===== src/shared/cas_pkg.sv =====
// constants and carrier types for the charger alert and status registers
//
// Overview of operation
// - entering equalize, absorb, suspend, precharge, main charge sets 10..6
// - pause, terminations, time, missing and short faults set alerts 5..0
// - a state alert bit sets only while its enable bit is on
// - a loop alert bit sets only while its enable bit is on
// - loop becoming active sets loop alerts 3..0
// - host writing zero to an alert bit clears it
// - a set alert stays high until cleared or its enable drops
// - ratio above cold threshold sets limit bit 1, below hot sets bit 0
// - system status word is read-only and tracks conditions live
// - status bit 13 shows the charger is operating
// - status bit 11 shows tracking pin selects power point tracking
// - rising edge on equalize pin sets bit 10 and queues equalization
// - status bit 9 shows gate-driver supply above its lockout level
// - status bit 8 flags an invalid series-count strap
// - status bit 6 only when every charging condition is met
// - status bit 5 flags a missing timing resistor
// - status bit 4 flags die above thermal shutdown level
// - limit alerts sit in their own register, gated by own enables
// - charger state bits are mutually exclusive, one at most
package cas_pkg;

  // ----------------------------------------------------------------
  // register offsets
  // ----------------------------------------------------------------
  localparam logic [7:0] COLD_THR_ADDR = 8'h0B;
  localparam logic [7:0] HOT_THR_ADDR = 8'h0C;
  localparam logic [7:0] LIM_EN_ADDR = 8'h0D;
  localparam logic [7:0] ST_EN_ADDR = 8'h0E;
  localparam logic [7:0] LOOP_EN_ADDR = 8'h0F;
  localparam logic [7:0] STATE_ADDR = 8'h34;
  localparam logic [7:0] LOOP_ADDR = 8'h35;
  localparam logic [7:0] LIM_ALERT_ADDR = 8'h36;
  localparam logic [7:0] ST_ALERT_ADDR = 8'h37;
  localparam logic [7:0] LOOP_ALERT_ADDR = 8'h38;
  localparam logic [7:0] SYS_ADDR = 8'h39;

  // ----------------------------------------------------------------
  // field widths, positions and reset values
  // ----------------------------------------------------------------
  localparam int ST_W = 11;
  localparam int LOOP_W = 4;
  localparam int LIM_W = 2;
  localparam int LIM_COLD = 1;
  localparam int LIM_HOT = 0;
  localparam int ST_EQUALIZE = 10;
  localparam int SYS_CHG_ON = 13;
  localparam int SYS_MPPT = 11;
  localparam int SYS_EQUALIZE_REQ = 10;
  localparam int SYS_DRV_OK = 9;
  localparam int SYS_CELL_ERR = 8;
  localparam int SYS_OK_CHG = 6;
  localparam int SYS_NO_RES = 5;
  localparam int SYS_TSD = 4;
  localparam logic [15:0] WORD_RST = 16'h0000;

  // ----------------------------------------------------------------
  // carriers
  // ----------------------------------------------------------------
  typedef struct packed {
    logic [7:0] addr;
    logic wr;
    logic [15:0] wdata;
  } cas_reg_req_t;

  typedef struct packed {
    logic chargerActive;
    logic mpptSelect;
    logic equalizationRequestPin;
    logic drvSupplyGood;
    logic timingResistorAbsentFlag;
    logic thermalShutdown;
    logic inputSupplyOk;
  } cas_sys_in_t;

endpackage


===== src/design/cas_regs.sv =====
// alert, enable, threshold and live status registers of the charger
`timescale 1ns/1ps
module cas_regs #(
  parameter int CELL_W = 2,
  parameter int MAX_SERIES = 3
) (
  // clock and reset
  input wire logic mclk,
  input wire logic rst,
  // register access from the serial port
  input wire cas_pkg::cas_reg_req_t regReq,
  output logic [15:0] regRdata,
  // charger core indications
  input wire logic [cas_pkg::ST_W-1:0] chargerState,
  input wire logic [cas_pkg::LOOP_W-1:0] loopStatus,
  input wire logic [15:0] ntcRatio,
  // pins and comparators
  input wire cas_pkg::cas_sys_in_t sysIn,
  input wire logic [CELL_W-1:0] seriesCountPins,
  // live status word
  output logic [15:0] systemFlags
);

  // ----------------------------------------------------------------
  // parameter check
  // ----------------------------------------------------------------
  if (CELL_W < 1 || CELL_W > 8 || MAX_SERIES < 1 ||
      MAX_SERIES >= (1 << CELL_W))
  begin : g_bad_param
    $error("cas_regs: MAX_SERIES does not fit CELL_W");
  end

  // ----------------------------------------------------------------
  // declarations
  // ----------------------------------------------------------------
  logic [15:0] coldThreshold_reg, coldThreshold_next;
  logic [15:0] hotThreshold_reg, hotThreshold_next;
  logic [cas_pkg::LIM_W-1:0] limEn_reg, limEn_next;
  logic [cas_pkg::ST_W-1:0] stEn_reg, stEn_next;
  logic [cas_pkg::LOOP_W-1:0] loopEn_reg, loopEn_next;
  logic [cas_pkg::ST_W-1:0] stAlert_reg, stAlert_next;
  logic [cas_pkg::LOOP_W-1:0] loopAlert_reg, loopAlert_next;
  logic [cas_pkg::LIM_W-1:0] limAlert_reg, limAlert_next;
  logic [cas_pkg::ST_W-1:0] state_reg, state_next;
  logic [cas_pkg::LOOP_W-1:0] loop_reg, loop_next;
  logic [cas_pkg::LIM_W-1:0] limPrev_reg, limPrev_next;
  logic pinPrev_reg, pinPrev_next;
  logic equalizeReq_reg, equalizeReq_next;
  logic [15:0] sys_reg, sys_next;
  logic [15:0] rdata_reg, rdata_next;
  logic [cas_pkg::ST_W-1:0] stOne, stRise, stSet;
  logic [cas_pkg::LOOP_W-1:0] loopOne, loopRise, loopSet;
  logic [cas_pkg::LIM_W-1:0] limCond, limSet;
  logic wrSt, wrLoop, wrLim, wrStEn, wrLoopEn, wrLimEn;
  logic equalizeRise, cellCountError, chargePermittedFlag;

  // ----------------------------------------------------------------
  // write decode
  // ----------------------------------------------------------------
  assign wrSt = regReq.wr && regReq.addr == cas_pkg::ST_ALERT_ADDR;
  assign wrLoop = regReq.wr && regReq.addr == cas_pkg::LOOP_ALERT_ADDR;
  assign wrLim = regReq.wr && regReq.addr == cas_pkg::LIM_ALERT_ADDR;
  assign wrStEn = regReq.wr && regReq.addr == cas_pkg::ST_EN_ADDR;
  assign wrLoopEn = regReq.wr && regReq.addr == cas_pkg::LOOP_EN_ADDR;
  assign wrLimEn = regReq.wr && regReq.addr == cas_pkg::LIM_EN_ADDR;

  // ----------------------------------------------------------------
  // source indications and edges
  // ----------------------------------------------------------------
  // keep only the lowest asserted state so software never sees two
  assign stOne = chargerState & (~chargerState + 1'b1);
  assign loopOne = loopStatus & (~loopStatus + 1'b1);
  // rising edges against the registered copy, so a level that stays
  // asserted after a clear does not set the alert again
  assign stRise = stOne & ~state_reg;
  assign loopRise = loopOne & ~loop_reg;
  // cold means ratio above its limit, hot means ratio below its limit
  assign limCond[cas_pkg::LIM_COLD] =
    $signed(ntcRatio) > $signed(coldThreshold_reg);
  assign limCond[cas_pkg::LIM_HOT] =
    $signed(ntcRatio) < $signed(hotThreshold_reg);
  assign stSet = stRise & stEn_next;
  assign loopSet = loopRise & loopEn_next;
  assign limSet = limCond & ~limPrev_reg & limEn_next;
  assign equalizeRise = sysIn.equalizationRequestPin & ~pinPrev_reg;

  // ----------------------------------------------------------------
  // configuration registers: next values
  // ----------------------------------------------------------------
  always_comb
  begin
    coldThreshold_next = coldThreshold_reg;
    hotThreshold_next = hotThreshold_reg;
    limEn_next = limEn_reg;
    stEn_next = stEn_reg;
    loopEn_next = loopEn_reg;
    if (regReq.wr && regReq.addr == cas_pkg::COLD_THR_ADDR)
      coldThreshold_next = regReq.wdata;
    if (regReq.wr && regReq.addr == cas_pkg::HOT_THR_ADDR)
      hotThreshold_next = regReq.wdata;
    if (wrLimEn)
      limEn_next = regReq.wdata[cas_pkg::LIM_W-1:0];
    if (wrStEn)
      stEn_next = regReq.wdata[cas_pkg::ST_W-1:0];
    if (wrLoopEn)
      loopEn_next = regReq.wdata[cas_pkg::LOOP_W-1:0];
  end

  // configuration registers
  always_ff @(posedge mclk)
  begin
    if (rst)
    begin
      coldThreshold_reg <= cas_pkg::WORD_RST;
      hotThreshold_reg <= cas_pkg::WORD_RST;
      limEn_reg <= '0;
      stEn_reg <= '0;
      loopEn_reg <= '0;
    end
    else
    begin
      coldThreshold_reg <= coldThreshold_next;
      hotThreshold_reg <= hotThreshold_next;
      limEn_reg <= limEn_next;
      stEn_reg <= stEn_next;
      loopEn_reg <= loopEn_next;
    end
  end

  // ----------------------------------------------------------------
  // sticky alerts: next values
  // ----------------------------------------------------------------
  // a write keeps ones and clears zeros; a set in the same cycle wins;
  // dropping the enable removes the bit at once
  always_comb
  begin
    stAlert_next = stAlert_reg;
    loopAlert_next = loopAlert_reg;
    limAlert_next = limAlert_reg;
    if (wrSt)
      stAlert_next = stAlert_reg & regReq.wdata[cas_pkg::ST_W-1:0];
    if (wrLoop)
      loopAlert_next =
        loopAlert_reg & regReq.wdata[cas_pkg::LOOP_W-1:0];
    if (wrLim)
      limAlert_next =
        limAlert_reg & regReq.wdata[cas_pkg::LIM_W-1:0];
    stAlert_next = (stAlert_next | stSet) & stEn_next;
    loopAlert_next = (loopAlert_next | loopSet) & loopEn_next;
    limAlert_next = (limAlert_next | limSet) & limEn_next;
  end

  // sticky alerts
  always_ff @(posedge mclk)
  begin
    if (rst)
    begin
      stAlert_reg <= '0;
      loopAlert_reg <= '0;
      limAlert_reg <= '0;
    end
    else
    begin
      stAlert_reg <= stAlert_next;
      loopAlert_reg <= loopAlert_next;
      limAlert_reg <= limAlert_next;
    end
  end

  // ----------------------------------------------------------------
  // live status: next values
  // ----------------------------------------------------------------
  assign cellCountError = seriesCountPins == '0 ||
    seriesCountPins > CELL_W'(MAX_SERIES);
  // every lockout must be clear before charging is allowed
  assign chargePermittedFlag = sysIn.drvSupplyGood && !cellCountError &&
    !sysIn.timingResistorAbsentFlag && !sysIn.thermalShutdown &&
    sysIn.inputSupplyOk;

  always_comb
  begin
    state_next = stOne;
    loop_next = loopOne;
    limPrev_next = limCond;
    pinPrev_next = sysIn.equalizationRequestPin;
    // queued request is consumed once equalization is entered
    equalizeReq_next = equalizeReq_reg;
    if (state_reg[cas_pkg::ST_EQUALIZE])
      equalizeReq_next = 1'b0;
    if (equalizeRise)
      equalizeReq_next = 1'b1;
    sys_next = '0;
    sys_next[cas_pkg::SYS_CHG_ON] = sysIn.chargerActive;
    sys_next[cas_pkg::SYS_MPPT] = sysIn.mpptSelect;
    sys_next[cas_pkg::SYS_EQUALIZE_REQ] = equalizeReq_next;
    sys_next[cas_pkg::SYS_DRV_OK] = sysIn.drvSupplyGood;
    sys_next[cas_pkg::SYS_CELL_ERR] = cellCountError;
    sys_next[cas_pkg::SYS_OK_CHG] = chargePermittedFlag;
    sys_next[cas_pkg::SYS_NO_RES] =
      sysIn.timingResistorAbsentFlag;
    sys_next[cas_pkg::SYS_TSD] = sysIn.thermalShutdown;
  end

  // live status, refreshed every cycle; only the queued equalize request is held
  always_ff @(posedge mclk)
  begin
    if (rst)
    begin
      state_reg <= '0;
      loop_reg <= '0;
      limPrev_reg <= '0;
      pinPrev_reg <= 1'b0;
      equalizeReq_reg <= 1'b0;
      sys_reg <= cas_pkg::WORD_RST;
    end
    else
    begin
      state_reg <= state_next;
      loop_reg <= loop_next;
      limPrev_reg <= limPrev_next;
      pinPrev_reg <= pinPrev_next;
      equalizeReq_reg <= equalizeReq_next;
      sys_reg <= sys_next;
    end
  end

  // ----------------------------------------------------------------
  // read path
  // ----------------------------------------------------------------
  // status word has no write path, so writes to it are dropped
  always_comb
  begin
    rdata_next = '0;
    if (regReq.addr == cas_pkg::COLD_THR_ADDR)
      rdata_next = coldThreshold_reg;
    else if (regReq.addr == cas_pkg::HOT_THR_ADDR)
      rdata_next = hotThreshold_reg;
    else if (regReq.addr == cas_pkg::LIM_EN_ADDR)
      rdata_next[cas_pkg::LIM_W-1:0] = limEn_reg;
    else if (regReq.addr == cas_pkg::ST_EN_ADDR)
      rdata_next[cas_pkg::ST_W-1:0] = stEn_reg;
    else if (regReq.addr == cas_pkg::LOOP_EN_ADDR)
      rdata_next[cas_pkg::LOOP_W-1:0] = loopEn_reg;
    else if (regReq.addr == cas_pkg::STATE_ADDR)
      rdata_next[cas_pkg::ST_W-1:0] = state_reg;
    else if (regReq.addr == cas_pkg::LOOP_ADDR)
      rdata_next[cas_pkg::LOOP_W-1:0] = loop_reg;
    else if (regReq.addr == cas_pkg::LIM_ALERT_ADDR)
      rdata_next[cas_pkg::LIM_W-1:0] = limAlert_reg;
    else if (regReq.addr == cas_pkg::ST_ALERT_ADDR)
      rdata_next[cas_pkg::ST_W-1:0] = stAlert_reg;
    else if (regReq.addr == cas_pkg::LOOP_ALERT_ADDR)
      rdata_next[cas_pkg::LOOP_W-1:0] = loopAlert_reg;
    else if (regReq.addr == cas_pkg::SYS_ADDR)
      rdata_next = sys_reg;
  end

  // read data
  always_ff @(posedge mclk)
  begin
    if (rst)
      rdata_reg <= cas_pkg::WORD_RST;
    else
      rdata_reg <= rdata_next;
  end

  assign regRdata = rdata_reg;
  assign systemFlags = sys_reg;
endmodule


===== config.mk =====
export PLATFORM = sky130hd
export DESIGN_NAME = cas_regs
export DESIGN_NICKNAME = d
export VERILOG_FILES = /design/src/shared/cas_pkg.sv /design/src/design/cas_regs.sv
export SDC_FILE = /design/constraint.sdc
export NUM_CORES = 1
export LEC_CHECK = 0
export ABC_AREA = 1
export BUFFER_PORTS_ARGS = -buffer_cell sky130_fd_sc_hd__buf_2
export CAP_MARGIN = 25
export CORE_MARGIN = 10
export CORE_UTILIZATION = 35
export DETAILED_ROUTE_END_ITERATION = 10
export GPL_TIMING_DRIVEN = 0
export MAX_ROUTING_LAYER = met4
export SETUP_SLACK_MARGIN = 0.1
export SLEW_MARGIN = 5
export SYNTH_ARGS = -nofsm -noshare
export SYNTH_HDL_FRONTEND = slang
export SYNTH_SLANG_ARGS = --single-unit

===== constraint.sdc =====
create_clock -name mclk -period 2.36 [get_ports mclk]
set_input_delay 0.118 -clock mclk [delete_from_list [all_inputs] [get_ports mclk]]
set_output_delay 0.118 -clock mclk [all_outputs]
set_load 0.01 [all_outputs]

# Word level (Yosys, flattened, before mapping)
# Cells that the tools add are included.
[totals]
input_bits = 67
reg_bits = 117
[op_classes]
n_reduce_logical = 17
add_sub_neg = 2
n_eq_ne = 11
bitwise = 24
order_cmp = 3
n_mux = 57
[ops]
columns = ["cell", "n"]
rows = [
  ["12-bit two-way mux", 18],
  ["11-bit two-way mux", 13],
  ["14-bit two-way mux", 9],
  ["11-bit bitwise AND", 5],
  ["8-bit by 6-bit equality test with 1-bit output (second input constant)", 6],
  ["16-bit two-way mux", 3],
  ["8-bit by 4-bit equality test with 1-bit output (second input constant)", 5],
  ["11-bit NOT", 2],
  ["4-bit bitwise AND", 5],
  ["4-bit two-way mux", 5],
  ["16-bit greater-than comparator", 1],
  ["16-bit less-than comparator", 1],
  ["5-bit two-way mux", 3],
  ["1-bit logical AND", 12],
  ["11-bit by 1-bit adder with 11-bit output (second input constant)", 1],
  ["11-bit bitwise OR", 1],
  ["2-bit bitwise AND", 4],
  ["2-bit two-way mux", 4],
  ["4-bit NOT", 2],
  ["4-bit by 1-bit adder with 4-bit output (second input constant)", 1],
  ["4-bit bitwise OR", 1],
  ["1-bit zero test", 3],
  ["2-bit greater-than comparator (second input constant)", 1],
  ["2-bit zero test", 1],
  ["other kinds (6)", 7],
]

# Logic depth before layout (Yosys ltp)
[logic_depth]
depth_word = 42
mapped_depth = 15
depth_no_buf = 15

# Worst setup path before layout
# OpenSTA, ideal clock, no wires.
[synth_path]
kind = "register -> register"
startpoint = "register hotThreshold_reg[15]"
endpoint = "register limAlert_reg[0] in the netlist's numbering"
setup_ns = 0.119
synth_period_minus_slack_ns = 1.419
arrival_ns = 1.300
setup_slack_ns = 0.941
stages_incl_launch_ff = 10
required_time_ns = 2.241
n_path_buf = 0
path_cell_list = "dfxtp_1 inv_1 ha_1 nand2_1 nor4_1 nand2_1 nand2_1 nand2_1 nand3_1 a21oi_1"
[synth_via]
elab_chain_cells = 5
[synth_rtl]
columns = ["item", "line_no", "rtl"]
rows = [
  ["start: declaration", "cas_regs.sv:37", "logic [15:0] hotThreshold_reg, hotThreshold_next;"],
  ["start signal: assignment", "cas_regs.sv:115", "hotThreshold_reg <= cas_pkg::WORD_RST;"],
  ["start signal: assignment", "cas_regs.sv:123", "hotThreshold_reg <= hotThreshold_next;"],
  ["16-bit less-than comparator", "cas_regs.sv:81", "$signed(ntcRatio) < $signed(hotThreshold_reg);"],
  ["2-bit bitwise AND (2 in series)", "cas_regs.sv:84", "assign limSet = limCond & ~limPrev_reg & limEn_next;"],
  ["2-bit bitwise OR", "cas_regs.sv:150", "limAlert_next = (limAlert_next | limSet) & limEn_next;"],
  ["2-bit bitwise AND", "cas_regs.sv:150", ""],
  ["end signal: assignment", "cas_regs.sv:166", "limAlert_reg <= limAlert_next;"],
  ["end: declaration", "cas_regs.sv:43", "logic [cas_pkg::LIM_W-1:0] limAlert_reg, limAlert_next;"],
]
# No other way between the ends.
# A chain may end at the register's enable or synchronous reset.

==> flow_metrics.tcl <==
set metrics [dict create \
    worst_ir_drop_vdd_v 0.0003917 \
    hold_viol_final 0 \
    slew_viol_final 0 \
    yosysSeqAreaShare_pct 39.27 \
    arrival_ns 2.20 \
    crit_path_max_fanout 10 \
    avgRoutedWirePerCell_um 15.04 \
    grt-ovfl-total 0 \
    netlist_area_um2 5505 \
    htreeDepth 3 \
    vias 5095 \
    first_global_vias 4993 \
    dp_hpwl_mm 13.07 \
    final_common_cell "nand2_1" \
    power.leakage_uw 0.002970 \
    ys_ff_latch 108 \
    die_w_um 145.4 \
    rows 45 \
    dieArea_um2 21150 \
    regToRegSetupSlack_ns 0.67 \
    syn_to_final_growth_pct 20.75 \
    fin_util_pct 43.41 \
    avgSynthCellArea_um2 7.234 \
    setup-tns-final_ns 0 \
    coreArea_um2 15310 \
    synth_edf_count 0 \
    async_flop_share_pct 0 \
    clock_skew_ns 0.01010 \
    max_freq_ghz 0.5169 \
    cts_tree "done" \
    yosys_warnings 0 \
    port_buffers 88 \
    cts_sinks 108 \
    final_area_um2 6648 \
    worstHoldPathCells 3 \
    rsz0062_at_grt "no" \
    powerDensity_nw_per_um2 566.6 \
    grt_start_max_net_pins 17 \
    endpoint_kind "flip-flop" \
    clockBufferDepth 2 \
    drt-total-wl_mm 16.48 \
    placed_area_um2 6236 \
    maxSlewHeadroom_pct 46.19 \
    rr_worst_depth 10 \
    antenna_found_initial 3 \
    clkLatencyLatePin_ns 0.35 \
    fillerInstances 1656 \
    path_clk_slew_ns 0.07 \
    final_nets 975 \
    setup_viol 0 \
    drt_iter0_markers 288 \
    fp.dieH_um 145.4 \
    syn_inst 761 \
    cts_root_buffer "clkbuf_16" \
    cts_resized 0 \
    period_share_pct 81.97 \
    start_util_pct 35.95 \
    firstDrtPassIters 7 \
    rr_startpoint "coldThreshold_reg[11]" \
    antenna_left 0 \
    hp-class "primary input to flip-flop" \
    route.detailed.drc 0 \
    grt_pass1_wl_mm 26.45 \
    status "complete, no violations" \
    drive_gt1_share_pct 17.46 \
    cts_made_buffers 9 \
    power_uw 3767 \
    crit_required_ns 2.63 \
    synth.distinct_cells 41 \
    rr_endpoint "limAlert_reg[1]" \
    track_usage_pct 16.01 \
    place_congestion 0.8844 \
    setup_ws_ns 0.4254 \
    hp-start "seriesCountPins[0]" \
    tightest_slew_ns 0.8072 \
    drv_cap 0 \
    vias_per_cell 4.649 \
    hold_path_end "systemFlags[8]" \
    pre_cts_slack_ns 0.4705 \
    io_pins 99 \
    critPathKind "primary input to flip-flop" \
    layout_common_cells "nand2_1 (132), inv_1 (118), dfxtp_1 (108)" \
    ys.flop_type "dfxtp_1" \
    min_period_ns 1.935 \
    crit_path_start_kind "primary input" \
]
cell type report:
cell class	count	area (um^2)	area share, %
multi-input cells	507	2711	40.79
flip-flops and latches	108	2162	32.52
repair buffers	98	540.5	8.131
inverters	122	457.9	6.889
well taps	211	264.0	3.971
clock buffers	12	256.5	3.858
plain buffers	31	200.2	3.011
clock inverters	4	47.55	0.7152
diodes	3	7.507	0.1129
power breakdown:
part           internal, uW  total (uW)  switching (uW)
clock                   879        1570             688
sequential             1840        1850            8.93
combinational           136         351             215
total                  2850        3770             912
worst max-delay path by stage:
stage	start	slack, ns	to	cells past startpoint
final	rst	0.43	regRdata[6]	6
after detailed placement	regReq[24]	0.47	regRdata[6]	8
after global routing	chargerState[0]	0.24	stAlert_reg[10]	8
after floorplan	hotThreshold_reg[15]	0.94	limAlert_reg[0]	9
after CTS	rst	0.38	regRdata[6]	6
after global placement	regReq[24]	0.46	regRdata[6]	8
per-layer routing:
| layer | routed length (um) | vias up | track usage (%) |
|---|---|---|---|
| li1 | - | 2693 | - |
| met1 | 7928 | 2277 | 20.31 |
| met2 | 7540 | 112 | 24.91 |
| met3 | 824 | 13 | 4.346 |
| met4 | 189 | 0 | 3.640 |
| met5 | 0 | - | - |
synth_stat cells (2+ instances only):
cell,number,area share [%]
nand3_1,30,2.7
nand3b_1,2,0.27
a31oi_1,4,0.45
nor3_2,6,1.1
nor2_1,86,5.9
a211oi_1,20,2.7
inv_1,118,8.0
o21ai_1,8,0.73
o21a_1,5,0.68
nand4_1,8,0.91
buf_2,5,0.45
nor4_1,2,0.23
inv_2,4,0.27
o21ai_0,62,5.6
o21ai_2,5,0.80
nor3b_1,2,0.27
nor3_1,15,1.4
nand2_1,132,9.0
buf_4,10,1.4
dfxtp_1,108,39
clkbuf_1,10,0.68
nor2_4,3,0.61
a21oi_1,58,5.3
nor2_2,3,0.34
nand2_2,3,0.34
ha_1,31,7.0
or2_2,3,0.34
nand2_4,2,0.41
buf_6,4,0.82
repair_timing:
action	in CTS	in global routing
endpoints found under the hold margin	10	0
hold buffers	10	0
buffers inserted	0	0
per-stage QoR:
stage | hold slack (ns) | std cells
after detailed placement | 0.3022 | 1067
final | 0.01044 | 1096
after global placement | 0.2994 | 1067
after global routing | 0.01249 | 1096
after CTS | 0.003636 | 1093
after floorplan | 0.1955 | 768
cells by family after synthesis:
logic type | share of synthesized area, %
AND/OR/NAND/NOR | 24.57
other | 0.06812
flip-flops | 39.27
adder cells (fa/ha/maj) | 7.045
buffers and inverters | 11.95
AO/OA/AOI/OAI | 17.09
critical path, stage by stage:
cell	delay (ns)
dlygate4sd3_1	0.55
buf_6	0.16
inv_1	0.30
clkbuf_1	0.57
o21ai_0	0.28
nor2_1	0.22
(Power assumes the default switching activity.)
